<file path="config.mk">
export PLATFORM = sky130hd
export DESIGN_NAME = aev_evaluator
export DESIGN_NICKNAME = d
export VERILOG_FILES = /design/src/hw/aev_sec_tick.v /design/src/hw/aev_delay.v /design/src/hw/aev_evaluator.v
export VERILOG_INCLUDE_DIRS = /design/src /design/src/hw
export SDC_FILE = /design/constraint.sdc
export NUM_CORES = 2
export LEC_CHECK = 0
export ABC_CLOCK_PERIOD_IN_PS = 9900
export BUFFER_PORTS_ARGS = -buffer_cell sky130_fd_sc_hd__buf_4
export CORE_MARGIN = 1
export CORE_UTILIZATION = 60
export DETAILED_ROUTE_END_ITERATION = 6
export PLACE_DENSITY = 0.76
export SETUP_SLACK_MARGIN = 0.3
export SLEW_MARGIN = 15
export SYNTH_ARGS = -nofsm -noshare
export SYNTH_HDL_FRONTEND = slang
export SYNTH_SLANG_ARGS = --single-unit
</file>
<file path="constraint.sdc">
create_clock -name clock -period 9.9 [get_ports clock]
set_input_delay 2.475 -clock clock [delete_from_list [all_inputs] [get_ports clock]]
set_output_delay 2.475 -clock clock [all_outputs]
set_load 0.01 [all_outputs]
</file>
<file path="src/hw/aev_consts.vh">
// constants for the process alarm evaluator
`ifndef AEV_CONSTS_VH
`define AEV_CONSTS_VH

// clock and time base
`define AEV_CLK_PERIOD_NS   4
`define AEV_SEC_PERIOD_MS   1000
`define AEV_NS_PER_MS       1000000

// channel and output counts
`define AEV_NUM_ALARMS      3
`define AEV_NUM_AUX         3

// alarm type codes
`define AEV_T_OFF           5'h00
`define AEV_T_BAND_OUT      5'h01
`define AEV_T_DEV_HI        5'h02
`define AEV_T_DEV_LO        5'h03
`define AEV_T_BAND_IN       5'h04
`define AEV_T_BAND_OUT_SB   5'h05
`define AEV_T_DEV_HI_SB     5'h06
`define AEV_T_DEV_LO_SB     5'h07
`define AEV_T_ABS_HI        5'h08
`define AEV_T_ABS_LO        5'h09
`define AEV_T_ABS_HI_SB     5'h0A
`define AEV_T_ABS_LO_SB     5'h0B
`define AEV_T_LOOP_BREAK    5'h0C
`define AEV_T_RATE          5'h0D
`define AEV_T_SP_HI         5'h0E
`define AEV_T_SP_LO         5'h0F
`define AEV_T_MV_HI         5'h10
`define AEV_T_MV_LO         5'h11
`define AEV_T_MAX           5'h11
`define AEV_T_RESET         5'h02

// delays in seconds
`define AEV_DLY_MAX         10'h3E7

// global register offsets
`define AEV_REG_CTRL        8'h00
`define AEV_REG_ASSIGN      8'h01
`define AEV_REG_STATUS      8'h02

// per channel block: base is (channel + 1) in address bits 7:4
`define AEV_CH_TYPE         4'h0
`define AEV_CH_VALUE        4'h1
`define AEV_CH_LOWER        4'h2
`define AEV_CH_UPPER        4'h3
`define AEV_CH_HYST         4'h4
`define AEV_CH_ON_DLY       4'h5
`define AEV_CH_OFF_DLY      4'h6

// control register bits
`define AEV_CTRL_HEAT_COOL  0
`define AEV_CTRL_REARM      1

// output assignment codes, three bits per auxiliary output
`define AEV_ASN_OFF         3'h0
`define AEV_ASN_HEATER      3'h4
`define AEV_ASN_DEFAULT     3'h7
`define AEV_ASSIGN_RESET    9'h1D7

// reset values of the per channel settings
`define AEV_VALUE_RESET     16'h0000
`define AEV_HYST_RESET      16'h0002

`endif

</file>
<file path="src/hw/aev_sec_tick.v">
// one second tick generator
`timescale 1ns/1ps
module aev_sec_tick #(
    parameter SEC_CYCLES = 250000000
) (
    input  wire        clock,
    input  wire        rstn,
    output reg         tick
);
    reg [27:0] count;

    // free running prescaler, one pulse per period
    always @(posedge clock or negedge rstn) begin
        if (!rstn) begin
            count <= 28'h0000000;
            tick  <= 1'b0;
        end else if (count == SEC_CYCLES[27:0] - 28'h0000001) begin
            count <= 28'h0000000;
            tick  <= 1'b1;
        end else begin
            count <= count + 28'h0000001;
            tick  <= 1'b0;
        end
    end
endmodule // aev_sec_tick

</file>
<file path="src/hw/aev_delay.v">
// on and off delay filter for one alarm channel
`timescale 1ns/1ps
module aev_delay (
    input  wire        clock,
    input  wire        rstn,
    input  wire        tick,
    input  wire        raw,
    input  wire [9:0]  on_delay,
    input  wire [9:0]  off_delay,
    output reg         state
);
    reg  [9:0] count;
    wire [9:0] limit = raw ? on_delay : off_delay;

    // state follows raw once more than limit ticks disagree, at once for a zero limit, so never early
    always @(posedge clock or negedge rstn) begin
        if (!rstn) begin
            count <= 10'h000;
            state <= 1'b0;
        end else if (raw == state) begin
            count <= 10'h000;
        end else if ((limit == 10'h000) || (count > limit)) begin
            state <= raw;
            count <= 10'h000;
        end else if (tick) begin
            count <= count + 10'h001;
        end
    end
endmodule // aev_delay

</file>
<file path="src/hw/aev_evaluator.v">
// process alarm evaluator: alarm channels, delays and output routing
//
// Behaviour
// - per channel type code, seventeen types plus off
// - type code resets to deviation upper limit
// - on and off delays up to 999 s
// - auxiliary outputs follow their assigned alarm
// - heater models: alarm 1 default heater, type hidden
// - type 1: alarm outside deviation band
// - type 2: alarm when above set point by X
// - type 3: alarm when below set point by X
// - type 4: alarm inside deviation band
// - band types keep separate lower and upper deviation
// - types 5 to 7 add standby to 1 to 3
// - type 5 off when hysteresis regions overlap
// - type 8: process value above X
// - type 9: process value below X
// - types 10, 11 add standby to 8, 9
// - loop break type only on alarm 1
// - type 13 takes external rate alarm
// - type 14: set point above X
// - type 15: set point below X
// - type 16: manipulated variable above X
// - type 17: manipulated variable below X
// - heat/cool: upper uses heating, lower cooling output
`timescale 1ns/1ps
`include "aev_consts.vh"
module aev_evaluator #(
    parameter SEC_CYCLES = `AEV_SEC_PERIOD_MS * (`AEV_NS_PER_MS / `AEV_CLK_PERIOD_NS)
) (
    input  wire        clock,
    input  wire        rstn,
    input  wire [7:0]  addr,
    input  wire [15:0] wdata,
    input  wire        wr,
    input  wire        rd,
    output reg  [15:0] rdata,
    input  wire [15:0] process_value,
    input  wire [15:0] set_point,
    input  wire [15:0] manipulated_variable,
    input  wire [15:0] manipulated_variable_cool,
    input  wire        loop_break_alarm,
    input  wire [2:0]  rate_alarm,
    input  wire        heater_alarm,
    input  wire        heater_burnout_detect,
    input  wire        heater_short_detect,
    output reg  [2:0]  alarm_state,
    output reg  [2:0]  aux_out
);
    // settings per channel
    reg [4:0]  alm_type   [0:2];
    reg [15:0] alm_value  [0:2];
    reg [15:0] alm_lower  [0:2];
    reg [15:0] alm_upper  [0:2];
    reg [15:0] alm_hyst   [0:2];
    reg [9:0]  on_delay   [0:2];
    reg [9:0]  off_delay  [0:2];

    // global settings and state
    reg        heat_cool;
    reg [8:0]  assign_map;
    reg [15:0] prev_sp;
    reg [2:0]  cmp_state;
    reg [2:0]  standby;
    reg [2:0]  next_cmp;
    reg [2:0]  next_gated;
    reg [2:0]  next_rearm;
    wire [2:0] delayed;
    wire       sec_tick;

    // per channel scratch for the evaluation loop
    reg signed [17:0] dev;
    reg signed [17:0] xv;
    reg signed [17:0] lo_th;
    reg signed [17:0] hi_th;
    reg signed [17:0] hy;
    reg signed [17:0] mv_hi;
    reg signed [17:0] mv_lo;
    reg               sb_type;
    reg               on;
    integer           i, j, m, n;

    // decoded bus access
    wire [3:0] ch_sel   = addr[7:4];
    wire [3:0] ch_field = addr[3:0];
    wire       ch_hit   = (ch_sel != 4'h0) && (ch_sel <= 4'h3);
    wire [1:0] ch_idx   = ch_sel[1:0] - 2'h1;
    wire       fitted   = heater_burnout_detect | heater_short_detect;
    wire       alm1_used = (assign_map[2:0] == 3'h1) || (assign_map[5:3] == 3'h1) ||
                           (assign_map[8:6] == 3'h1);
    wire       type1_hidden = fitted && !alm1_used;

    // sign extend a 16 bit value into the comparison width
    function signed [17:0] sx;
        input [15:0] v;
        begin
            sx = {{2{v[15]}}, v};
        end
    endfunction

    // upper comparison: set at threshold, release at or below threshold minus hysteresis
    function hi_cmp;
        input signed [17:0] v;
        input signed [17:0] th;
        input signed [17:0] h;
        input               st;
        begin
            hi_cmp = st ? (v > th - h) : (v >= th);
        end
    endfunction

    // lower comparison: set at threshold, release at or above threshold plus hysteresis
    function lo_cmp;
        input signed [17:0] v;
        input signed [17:0] th;
        input signed [17:0] h;
        input               st;
        begin
            lo_cmp = st ? (v < th + h) : (v <= th);
        end
    endfunction

    // legality of a type code for a channel
    function type_ok;
        input [4:0] code;
        input [1:0] ch;
        begin
            type_ok = (code <= `AEV_T_MAX) &&
                      ((code != `AEV_T_LOOP_BREAK) || (ch == 2'h0));
        end
    endfunction

    // resolve an assignment field to an output level
    function route;
        input [2:0] code;
        input [2:0] alarms;
        input       fit;
        input       heat;
        begin
            case (code)
                3'h1:               route = alarms[0];
                3'h2:               route = alarms[1];
                3'h3:               route = alarms[2];
                `AEV_ASN_HEATER:    route = heat;
                `AEV_ASN_DEFAULT:   route = fit ? heat : alarms[0];
                default:            route = 1'b0;
            endcase
        end
    endfunction

    // second tick for the delay counters
    aev_sec_tick #(
        .SEC_CYCLES (SEC_CYCLES)
    ) u_tick (
        .clock (clock),
        .rstn  (rstn),
        .tick  (sec_tick)
    );

    // comparison of every channel against its type
    always @* begin
        next_cmp   = 3'h0;
        next_gated = 3'h0;
        dev   = sx(process_value) - sx(set_point);
        mv_hi = sx(manipulated_variable);
        mv_lo = heat_cool ? sx(manipulated_variable_cool) : sx(manipulated_variable);
        xv      = 18'sh00000;
        lo_th   = 18'sh00000;
        hi_th   = 18'sh00000;
        hy      = 18'sh00000;
        sb_type = 1'b0;
        on      = 1'b0;
        for (i = 0; i < `AEV_NUM_ALARMS; i = i + 1) begin
            xv    = sx(alm_value[i]);
            lo_th = -sx(alm_lower[i]);
            hi_th = sx(alm_upper[i]);
            hy    = {2'b00, alm_hyst[i]};
            on    = cmp_state[i];
            case (alm_type[i])
                `AEV_T_BAND_OUT, `AEV_T_BAND_OUT_SB:
                    next_cmp[i] = hi_cmp(dev, hi_th, hy, on) ||
                                  lo_cmp(dev, lo_th, hy, on);
                `AEV_T_DEV_HI, `AEV_T_DEV_HI_SB:
                    next_cmp[i] = hi_cmp(dev, xv, hy, on);
                `AEV_T_DEV_LO, `AEV_T_DEV_LO_SB:
                    next_cmp[i] = lo_cmp(dev, -xv, hy, on);
                `AEV_T_BAND_IN:
                    next_cmp[i] = on ? ((dev > lo_th - hy) && (dev < hi_th + hy)) :
                                       ((dev >= lo_th) && (dev <= hi_th));
                `AEV_T_ABS_HI, `AEV_T_ABS_HI_SB:
                    next_cmp[i] = hi_cmp(sx(process_value), xv + 18'sh00001, hy, on);
                `AEV_T_ABS_LO, `AEV_T_ABS_LO_SB:
                    next_cmp[i] = lo_cmp(sx(process_value), xv - 18'sh00001, hy, on);
                `AEV_T_LOOP_BREAK:
                    next_cmp[i] = (i == 0) ? loop_break_alarm : 1'b0;
                `AEV_T_RATE:
                    next_cmp[i] = rate_alarm[i];
                `AEV_T_SP_HI:
                    next_cmp[i] = hi_cmp(sx(set_point), xv + 18'sh00001, hy, on);
                `AEV_T_SP_LO:
                    next_cmp[i] = lo_cmp(sx(set_point), xv - 18'sh00001, hy, on);
                `AEV_T_MV_HI:
                    next_cmp[i] = hi_cmp(mv_hi, xv + 18'sh00001, hy, on);
                `AEV_T_MV_LO:
                    next_cmp[i] = lo_cmp(mv_lo, xv - 18'sh00001, hy, on);
                default:
                    next_cmp[i] = 1'b0;
            endcase
            // hysteresis overlap keeps the band with standby quiet
            if ((alm_type[i] == `AEV_T_BAND_OUT_SB) && (lo_th + hy >= hi_th - hy)) begin
                next_cmp[i] = 1'b0;
            end
            sb_type = (alm_type[i] == `AEV_T_BAND_OUT_SB) ||
                      (alm_type[i] == `AEV_T_DEV_HI_SB) ||
                      (alm_type[i] == `AEV_T_DEV_LO_SB) ||
                      (alm_type[i] == `AEV_T_ABS_HI_SB) ||
                      (alm_type[i] == `AEV_T_ABS_LO_SB);
            next_gated[i] = next_cmp[i] && !(sb_type && standby[i]);
        end
    end

    // events that restart the standby sequence
    always @* begin
        next_rearm = 3'h0;
        for (j = 0; j < `AEV_NUM_ALARMS; j = j + 1) begin
            next_rearm[j] = (set_point != prev_sp) ||
                            (wr && (addr == `AEV_REG_CTRL) && wdata[`AEV_CTRL_REARM]) ||
                            (wr && ch_hit && (ch_idx == j[1:0]) &&
                             (ch_field == `AEV_CH_TYPE));
        end
    end

    // comparator state, standby flags and set point history
    always @(posedge clock or negedge rstn) begin
        if (!rstn) begin
            cmp_state <= 3'h0;
            standby   <= 3'h7;
            prev_sp   <= 16'h0000;
        end else begin
            cmp_state <= next_cmp;
            prev_sp   <= set_point;
            // a restart event wins over leaving standby in the same cycle
            standby   <= next_rearm | (standby & next_cmp);
        end
    end

    // on and off delays per channel
    genvar g;
    generate
        for (g = 0; g < `AEV_NUM_ALARMS; g = g + 1) begin : gen_dly
            aev_delay u_dly (
                .clock     (clock),
                .rstn      (rstn),
                .tick      (sec_tick),
                .raw       (next_gated[g]),
                .on_delay  (on_delay[g]),
                .off_delay (off_delay[g]),
                .state     (delayed[g])
            );
        end
    endgenerate

    // registered alarm and auxiliary outputs
    always @(posedge clock or negedge rstn) begin
        if (!rstn) begin
            alarm_state <= 3'h0;
            aux_out     <= 3'h0;
        end else begin
            alarm_state <= delayed;
            for (m = 0; m < `AEV_NUM_AUX; m = m + 1) begin
                aux_out[m] <= route(assign_map[3*m +: 3], delayed, fitted,
                                    heater_alarm);
            end
        end
    end

    // register writes
    always @(posedge clock or negedge rstn) begin
        if (!rstn) begin
            heat_cool  <= 1'b0;
            assign_map <= `AEV_ASSIGN_RESET;
            for (n = 0; n < `AEV_NUM_ALARMS; n = n + 1) begin
                alm_type[n]  <= `AEV_T_RESET;
                alm_value[n] <= `AEV_VALUE_RESET;
                alm_lower[n] <= `AEV_VALUE_RESET;
                alm_upper[n] <= `AEV_VALUE_RESET;
                alm_hyst[n]  <= `AEV_HYST_RESET;
                on_delay[n]  <= 10'h000;
                off_delay[n] <= 10'h000;
            end
        end else if (wr) begin
            if (addr == `AEV_REG_CTRL) begin
                heat_cool <= wdata[`AEV_CTRL_HEAT_COOL];
            end else if (addr == `AEV_REG_ASSIGN) begin
                assign_map <= wdata[8:0];
            end else if (ch_hit) begin
                case (ch_field)
                    `AEV_CH_TYPE: begin
                        if (type_ok(wdata[4:0], ch_idx) && (wdata[15:5] == 11'h000) &&
                            !((ch_idx == 2'h0) && type1_hidden)) begin
                            alm_type[ch_idx] <= wdata[4:0];
                        end
                    end
                    `AEV_CH_VALUE: alm_value[ch_idx] <= wdata;
                    `AEV_CH_LOWER: alm_lower[ch_idx] <= wdata;
                    `AEV_CH_UPPER: alm_upper[ch_idx] <= wdata;
                    `AEV_CH_HYST:  alm_hyst[ch_idx]  <= wdata;
                    `AEV_CH_ON_DLY: begin
                        if (wdata <= {6'h00, `AEV_DLY_MAX}) begin
                            on_delay[ch_idx] <= wdata[9:0];
                        end
                    end
                    `AEV_CH_OFF_DLY: begin
                        if (wdata <= {6'h00, `AEV_DLY_MAX}) begin
                            off_delay[ch_idx] <= wdata[9:0];
                        end
                    end
                    default: ;
                endcase
            end
        end
    end

    // register reads, data in the following cycle
    always @(posedge clock or negedge rstn) begin
        if (!rstn) begin
            rdata <= 16'h0000;
        end else if (rd) begin
            if (addr == `AEV_REG_CTRL) begin
                rdata <= {15'h0000, heat_cool};
            end else if (addr == `AEV_REG_ASSIGN) begin
                rdata <= {7'h00, assign_map};
            end else if (addr == `AEV_REG_STATUS) begin
                rdata <= {2'h0, fitted, heater_alarm, standby, cmp_state, aux_out,
                          alarm_state};
            end else if (ch_hit) begin
                case (ch_field)
                    `AEV_CH_TYPE:
                        rdata <= ((ch_idx == 2'h0) && type1_hidden) ? 16'h0000 :
                                 {11'h000, alm_type[ch_idx]};
                    `AEV_CH_VALUE:   rdata <= alm_value[ch_idx];
                    `AEV_CH_LOWER:   rdata <= alm_lower[ch_idx];
                    `AEV_CH_UPPER:   rdata <= alm_upper[ch_idx];
                    `AEV_CH_HYST:    rdata <= alm_hyst[ch_idx];
                    `AEV_CH_ON_DLY:  rdata <= {6'h00, on_delay[ch_idx]};
                    `AEV_CH_OFF_DLY: rdata <= {6'h00, off_delay[ch_idx]};
                    default:         rdata <= 16'h0000;
                endcase
            end else begin
                rdata <= 16'h0000;
            end
        end else begin
            rdata <= 16'h0000;
        end
    end
endmodule // aev_evaluator

</file>
======== After elaboration in Yosys (flattened, before gate mapping) ========
Index checks and enable logic that the tools add are counted.
Widths: inputs -> output; s select.
storage, ports and cells
  logic and storage cells ................. 449
  bits in registers ....................... 383
  output and inout port bits .............. 22
operators by class
  bitwise gates (word level) .............. 9
  reductions and logical operators ........ 99
  $add $sub $neg .......................... 42
  muxes and demuxes ....................... 99
  eq/ne operators ......................... 80
  order comparisons ....................... 83
operators with widths
  operator            count
  $mux 16             14
  $bwmux 48           4
  $mux 10             17
  $gt 16x18->1        9
  $gt 17x18->1        9
  $lt 17x18->1        9
  $ge 16x17->1        9
  $bmux 16 s2         4
  $pmux 16 s7         1
  $eq 5x4->1 const B  22
  $add 18x17->18      6
  $le 17x18->1        6
  $lt 16x18->1        6
  $neg 16->18         6
  $sub 16x17->18      6
  $ge 17x16->1        6
  $le 16x17->1        6
  $bwmux 30           2
  $eq 5x3->1 const B  12
  $add 16x17->18      3
  $add 17x17->18      3
  $ge 17x18->1        3
  $ge 18x18->1        3
  $le 18x17->1        3
  66 further kinds    243

======== Depth between registers and ports, before layout ========
  depth in word-level cells ............... 13
  gate-level depth with buffers ........... 41
  depth with buffers taken out ............ 39

======== Modules after synthesis ========
A second synthesis with hierarchy kept.
second synthesis, totals
  cell total of the unflattened synthesis .. 8062
  area total of the unflattened synthesis .. 67797.5 µm²
modules (own cells, without submodules)
  module         cells an instance  sequential area each (µm²)  area an instance (µm²)  instances
  aev_evaluator  7623               8052.7                      63319.5                 1
  aev_delay      95                 275.3                       997.2                   3
  aev_sec_tick   154                725.7                       1486.4                  1

======== Worst setup path before layout ========
No wires, ideal clock.
  path type ............................... in2reg
  start point ............................. in process_value[0]
  end point ............................... reg gen_dly[1].u_dly.count[9]
  data arrival time ....................... 11.442 ns
  setup time .............................. 0.079 ns
  setup slack ............................. -1.622 ns
  required time ........................... 9.821 ns
  buffers on the path ..................... 2
  cell stages on the path ................. 38
  cells stage by stage .................... inv_1 -> ha_1 -> fa_1 -> nor2b_1 -> o21ai_0 -> a21boi_0 -> o21ai_0 -> a21boi_0 -> o21ai_0 -> a21boi_0 -> o311a_1 -> o211ai_1 -> a21oi_1 -> o22ai_1 -> ha_1 -> nand2b_1 -> nand3_1 -> a31oi_1 -> [... 2 more ...] -> or4_1 -> nor4_1 -> nand4b_1 -> o21ai_1 -> a31oi_1 -> buf_2 -> mux2i_1 -> ha_1 -> a21o_1 -> a21o_1 -> a21oi_1 -> o21ai_0 -> o21ai_0 -> inv_1 -> a311oi_1 -> clkbuf_1 -> nand2_1 -> mux2i_1
between the ends
  cells in the longest elaborated chain, start to end .. 12
RTL lines
  what                                                     RTL line                                  RTL
  from (decl)                                              aev_evaluator.v:38                        input wire [15:0] process_value,
  $sub 16x16->17                                           aev_evaluator.v:164                       dev = sx(process_value) - sx(set_point);
  $ge 17x18->1, or another cell as far along               aev_evaluator.v:189                       ((dev >= lo_th) && (dev <= hi_th));
  $logic_and 1x1->1, or another cell as far along          aev_evaluator.v:189
  $mux 1 / $logic_or 1x1->1 (equally long branches)        aev_evaluator.v:188, aev_evaluator.v:181
  $pmux 1 s11 (*)                                          aev_evaluator.v:179                       case (alm_type[i])
  $mux 1 (*)                                               aev_evaluator.v:210                       if ((alm_type[i] == `AEV_T_BAND_OUT_SB) && (lo_th + hy >= hi_th - hy)) begin
  $logic_and 1x1->1 (*)                                    aev_evaluator.v:218                       next_gated[i] = next_cmp[i] && !(sb_type && standby[i]);
  $mux 10                                                  aev_delay.v:13                            wire [9:0] limit = raw ? on_delay : off_delay;
  $gt 10x10->1 / $logic_not 10->1 (equally long branches)  aev_delay.v:22                            end else if ((limit == 10'h000) || (count > limit)) begin
  $logic_or 1x1->1                                         aev_delay.v:22
  $mux 10                                                  aev_delay.v:22
  $mux 10                                                  aev_delay.v:20                            end else if (raw == state) begin
  to (signal assigned)                                     aev_delay.v:26                            count <= count + 10'h001;
  to (decl)                                                aev_delay.v:12                            reg [9:0] count;
Mark *: on every way between the ends. The rest lies on a longest branch, timed or not.
A chain may end at the register's enable or synchronous reset.

======== Final worst setup path ========
  start point ............................. reg alm_value[32] in the netlist's numbering
  end point ............................... reg gen_dly[0].u_dly.count[9]
between the ends
  cells in the longest elaborated chain, start to end .. 12
RTL lines
  what                                                     RTL line                                  RTL
  from (decl)                                              aev_evaluator.v:52                        reg [15:0] alm_value [0:2];
  from (signal, indexed assignment)                        aev_evaluator.v:284                       alm_value[n] <= `AEV_VALUE_RESET;
  from (signal, indexed assignment)                        aev_evaluator.v:304                       `AEV_CH_VALUE: alm_value[ch_idx] <= wdata;
  $neg 16->18, or another cell as far along                aev_evaluator.v:186                       next_cmp[i] = lo_cmp(dev, -xv, hy, on);
  $add 18x17->18, or another cell as far along             aev_evaluator.v:119                       lo_cmp = st ? (v < th + h) : (v <= th);
  $lt 17x18->1, or another cell as far along               aev_evaluator.v:119
  $mux 1, on equally long branches                         aev_evaluator.v:119, aev_evaluator.v:108
  $pmux 1 s12 (*)                                          aev_evaluator.v:179
  $mux 1 (*)                                               aev_evaluator.v:210
  $logic_and 1x1->1 (*)                                    aev_evaluator.v:218
  $mux 10                                                  aev_delay.v:13
  $gt 10x10->1 / $logic_not 10->1 (equally long branches)  aev_delay.v:22
  $logic_or 1x1->1                                         aev_delay.v:22
  $mux 10                                                  aev_delay.v:22
  $mux 10                                                  aev_delay.v:20
  to (signal assigned)                                     aev_delay.v:26
  to (decl)                                                aev_delay.v:12
Marked as above.

==> metrics.txt <==
largest net degree at the start of global routing between 150 and 200; max-slew violations 0; crit end category flip-flop; Detailed Routing Iterations Pass 1 7; Worst Path Max Fanout 8; WL per Instance around 29 µm; max incr delay on CP a little under 0.6 ns; Slowest-stage cell, CP ha_2; CTS tree done; Die Span Y between 300 and 400 µm; worst slew pin tran approximately 1.3 ns; Area Overhead vs Synth 9.12%; Final Cell Area around 0.073 mm²; clk_skew approximately 0.036 ns; failing checks design-rule violations; RSZ-0062 raised after global routing false; worst r2r src alm_value[32]$_DFFE_PN0P_; share of cells above drive strength 1 just over 10%; kind of critical path reg -> reg; clock-pin slew on the worst setup and hold paths about 0.06 ns; max-cap violations 0; DP Cell Count slightly below 10000; Root Driver clkbuf_16; Top FF cell, synth dfrtp_1; die width around 340 µm; DRC 6; CTS Sinks around 380; std cell rows approximately 120; count of different cell masters after synthesis 93; Worst Hold Endpoint u_tick.count[4]$_DFF_PN0_; Seq pwr share about 14%; final net count 10000; final wirelength roughly 280000 µm; Avg Cell Area, Syn approximately 8.3 µm²; most frequent CP cell o21ai_0; Setup TNS 0 ns; Critical Path AT roughly 9.8 ns; Gate power share between 60% and 70%; Hold Crit Class reg -> reg; fin crit share 93.6%; reg2reg end gen_dly[0].u_dly.count[9]$_DFFE_PN0P_; post-synthesis cell area about 0.067 mm²; most frequent cells in the layout ha_1, inv_1, a21oi_1; Cells after Synth ~8100; Ys Warns 0; asr flop ratio synth 100%; final worst slack approximately 0.63 ns; GRT Overall Usage between 40 and 50%; Worst R2R Setup Slack 0.63 ns; Hold Crit Start u_tick.count[4]$_DFF_PN0_; clock share of power between 15 and 20%; Ports 121; pwr dens between 150 and 200 mW/mm²; commonest non-fill, non-tap cell in the layout ha_1; CP startpoint kind flip-flop; Leakage 0.0349 µW; IO Port Bufs 120; top cell type by total area after synthesis ha_1; minimum hold slack about 0.49 ns; Longest Clk Path Bufs 3; Post-synth EDFFs 0; number of fill cells ~9400; vias per cell a little under 7; placed cell areas a little over 0.07 mm²; initial drt markers 8069; Final Critical Period 9.27 ns; Final ANT Viol Nets 0; status finished with violations; GRT overflow 0; WP data required 10.47 ns; switching power share of the total roughly half; internal power 5930 µW; HPWL Detailed 224000 µm; post-synthesis sequential element count 383; initial antenna violation count 19; syn_nets roughly 9800; Post-Place Setup Slack -0.649 ns; first-pass GRT wire length 409000 µm; hold path depth 1; sequential-to-total area share from yosys stat around 14%; Die ar. about 0.11 mm²; Core Area approximately 0.11 mm²; RePlAce Congestion approximately 1.1; count of final setup violators 0; final hold viol count 0; H-tree levels 2; vias in the first global route 63700; hold buffer count at cts 0; Cell Count, Final, Fillers Out ~9800; Fmax ~110 MHz; Slew HR a little under an eighth; NetSw approximately 5800 µW; Initial Util 60.6%; CTS Buf Count 46; Max rail drop VDD between 0.15 and 0.2 mV; worst skew pair latency approximately 0.66 ns; Reg2Reg Depth 38; largest cells by area after synthesis ha_1, dfrtp_1, xnor2_1; vias 67700; Synth top area share 30.1%
==> flip-flops by register name, indices dropped and copies added (netlist names) <==
register	count
alm_hyst	48
alm_lower	48
alm_upper	48
alm_value	48
gen_dly.u_dly.count	30
off_delay	30
on_delay	30
u_tick.count	28
prev_sp	16
rdata	16
alm_type	15
assign_map	9
alarm_state	3
aux_out	3
cmp_state	3
gen_dly.u_dly.state	3
standby	3
heat_cool	1
u_tick.tick	1
==> kinds of logic after synthesis <==
| logic type | Yosys count | synth area share, % |
|---|---|---|
| AO/OA/AOI/OAI | 1982 | 19.1 |
| XOR/XNOR | 567 | 7.39 |
| adder cells (fa/ha/maj) | 1649 | 31.0 |
| buffers and inverters | 919 | 5.17 |
| flip-flops | 383 | 14.3 |
| multiplexers | 434 | 7.09 |
| AND/OR/NAND/NOR | 2117 | 16.0 |
==> power groups by stage <==
stage          Sequential, µW  Combinational, µW  Clock (µW)
6_report                 1700               8100        1910
5_1_grt                  1700               8890        1970
4_1_cts                  1690               7800        1900
3_5_place_dp             1720               7740           0
3_3_place_gp             1720               7500           0
2_1_floorplan            1670               5450           0
==> how the worst max path moves through the flow <==
stage / start / endpoint / slack (ns)
2_1_floorplan: process_value[0] / gen_dly[1].u_dly.count[9]$_DFFE_PN0P_ / 0.30
3_3_place_gp: process_value[0] / gen_dly[1].u_dly.count[9]$_DFFE_PN0P_ / -0.44
3_5_place_dp: process_value[0] / gen_dly[1].u_dly.count[0]$_DFFE_PN0P_ / -0.65
4_1_cts: process_value[0] / gen_dly[0].u_dly.count[9]$_DFFE_PN0P_ / 0.33
5_1_grt: process_value[0] / gen_dly[0].u_dly.count[9]$_DFFE_PN0P_ / 0.24
6_report: alm_value[32]$_DFFE_PN0P_ / gen_dly[0].u_dly.count[9]$_DFFE_PN0P_ / 0.63
==> per-layer routing <==
| layer | global-route usage (%) | vias up | routed length [µm] |
|---|---|---|---|
| met1 | 63.5 | 32000 | 111000 |
| met4 | 29.8 | 26 | 20500 |
| li1 | - | 30100 | - |
| met3 | 16.0 | 1120 | 40300 |
| met2 | 68.8 | 4374 | 112000 |
| met5 | 0 | - | 162 |
==> worst max-delay path: cells and delay by family (launching register included) <==
| kind | cells | cell delay (ns) |
|---|---|---|
| adder cells (fa/ha/maj) | 4 | 1.51 |
| multiplexers | 2 | 0.39 |
| AO/OA/AOI/OAI | 19 | 3.98 |
| buffers and inverters | 3 | 0.63 |
| AND/OR/NAND/NOR | 10 | 2.26 |
| flip-flops | 1 | 0.41 |
==> cell usage after synthesis (27+ instances only) <==
library cell / instances
o211ai_1: 92
nor2_1: 498
o22ai_1: 54
and3_1: 82
xnor2_1: 400
dfrtp_1: 367
and4_1: 27
inv_1: 719
nand2_1: 410
o21a_1: 79
a211oi_1: 75
nor3_1: 150
nor2b_1: 123
o21ai_0: 363
nand4_1: 178
a21boi_0: 34
a22oi_1: 27
mux2i_1: 127
nor4_1: 74
a21oi_1: 572
mux2_2: 294
nand2b_1: 130
a2111oi_0: 30
a31oi_1: 78
o31ai_1: 30
o21bai_1: 50
nand3_1: 241
ha_1: 1617
a221oi_1: 37
clkbuf_1: 175
a21o_1: 229
o2111ai_1: 39
or3_1: 60
xor2_1: 167
==> what timing repair did <==
item                                    in CTS  in global routing
pin swaps                                    0                 24
setup buffers                                0                  7
gates cloned                                 0                  1
gates resized for setup                     13                 51
endpoints found under the setup margin      22                 33
==> per-stage QoR <==
step           utilization, %  total power, µW
6_report                 66.2            11700
5_1_grt                  66.1            12600
4_1_cts                  65.9            11400
3_5_place_dp             64.3             9460
3_3_place_gp             64.3             9220
2_1_floorplan               -             7120
==> cell type report <==
cell class                 instances  area, µm²  share of cell area [%]
antenna                            7       17.5                  0.0239
clock buffer                      59       1300                    1.77
clock inverter                    27        395                   0.539
inverter                         732       2760                    3.76
multi-input combinational       6749      54500                    74.4
sequential                       383       9600                    13.1
tap                             1488       1860                    2.54
timing repair buffer             347       2840                    3.87
Power figures use the tool's default switching activity.
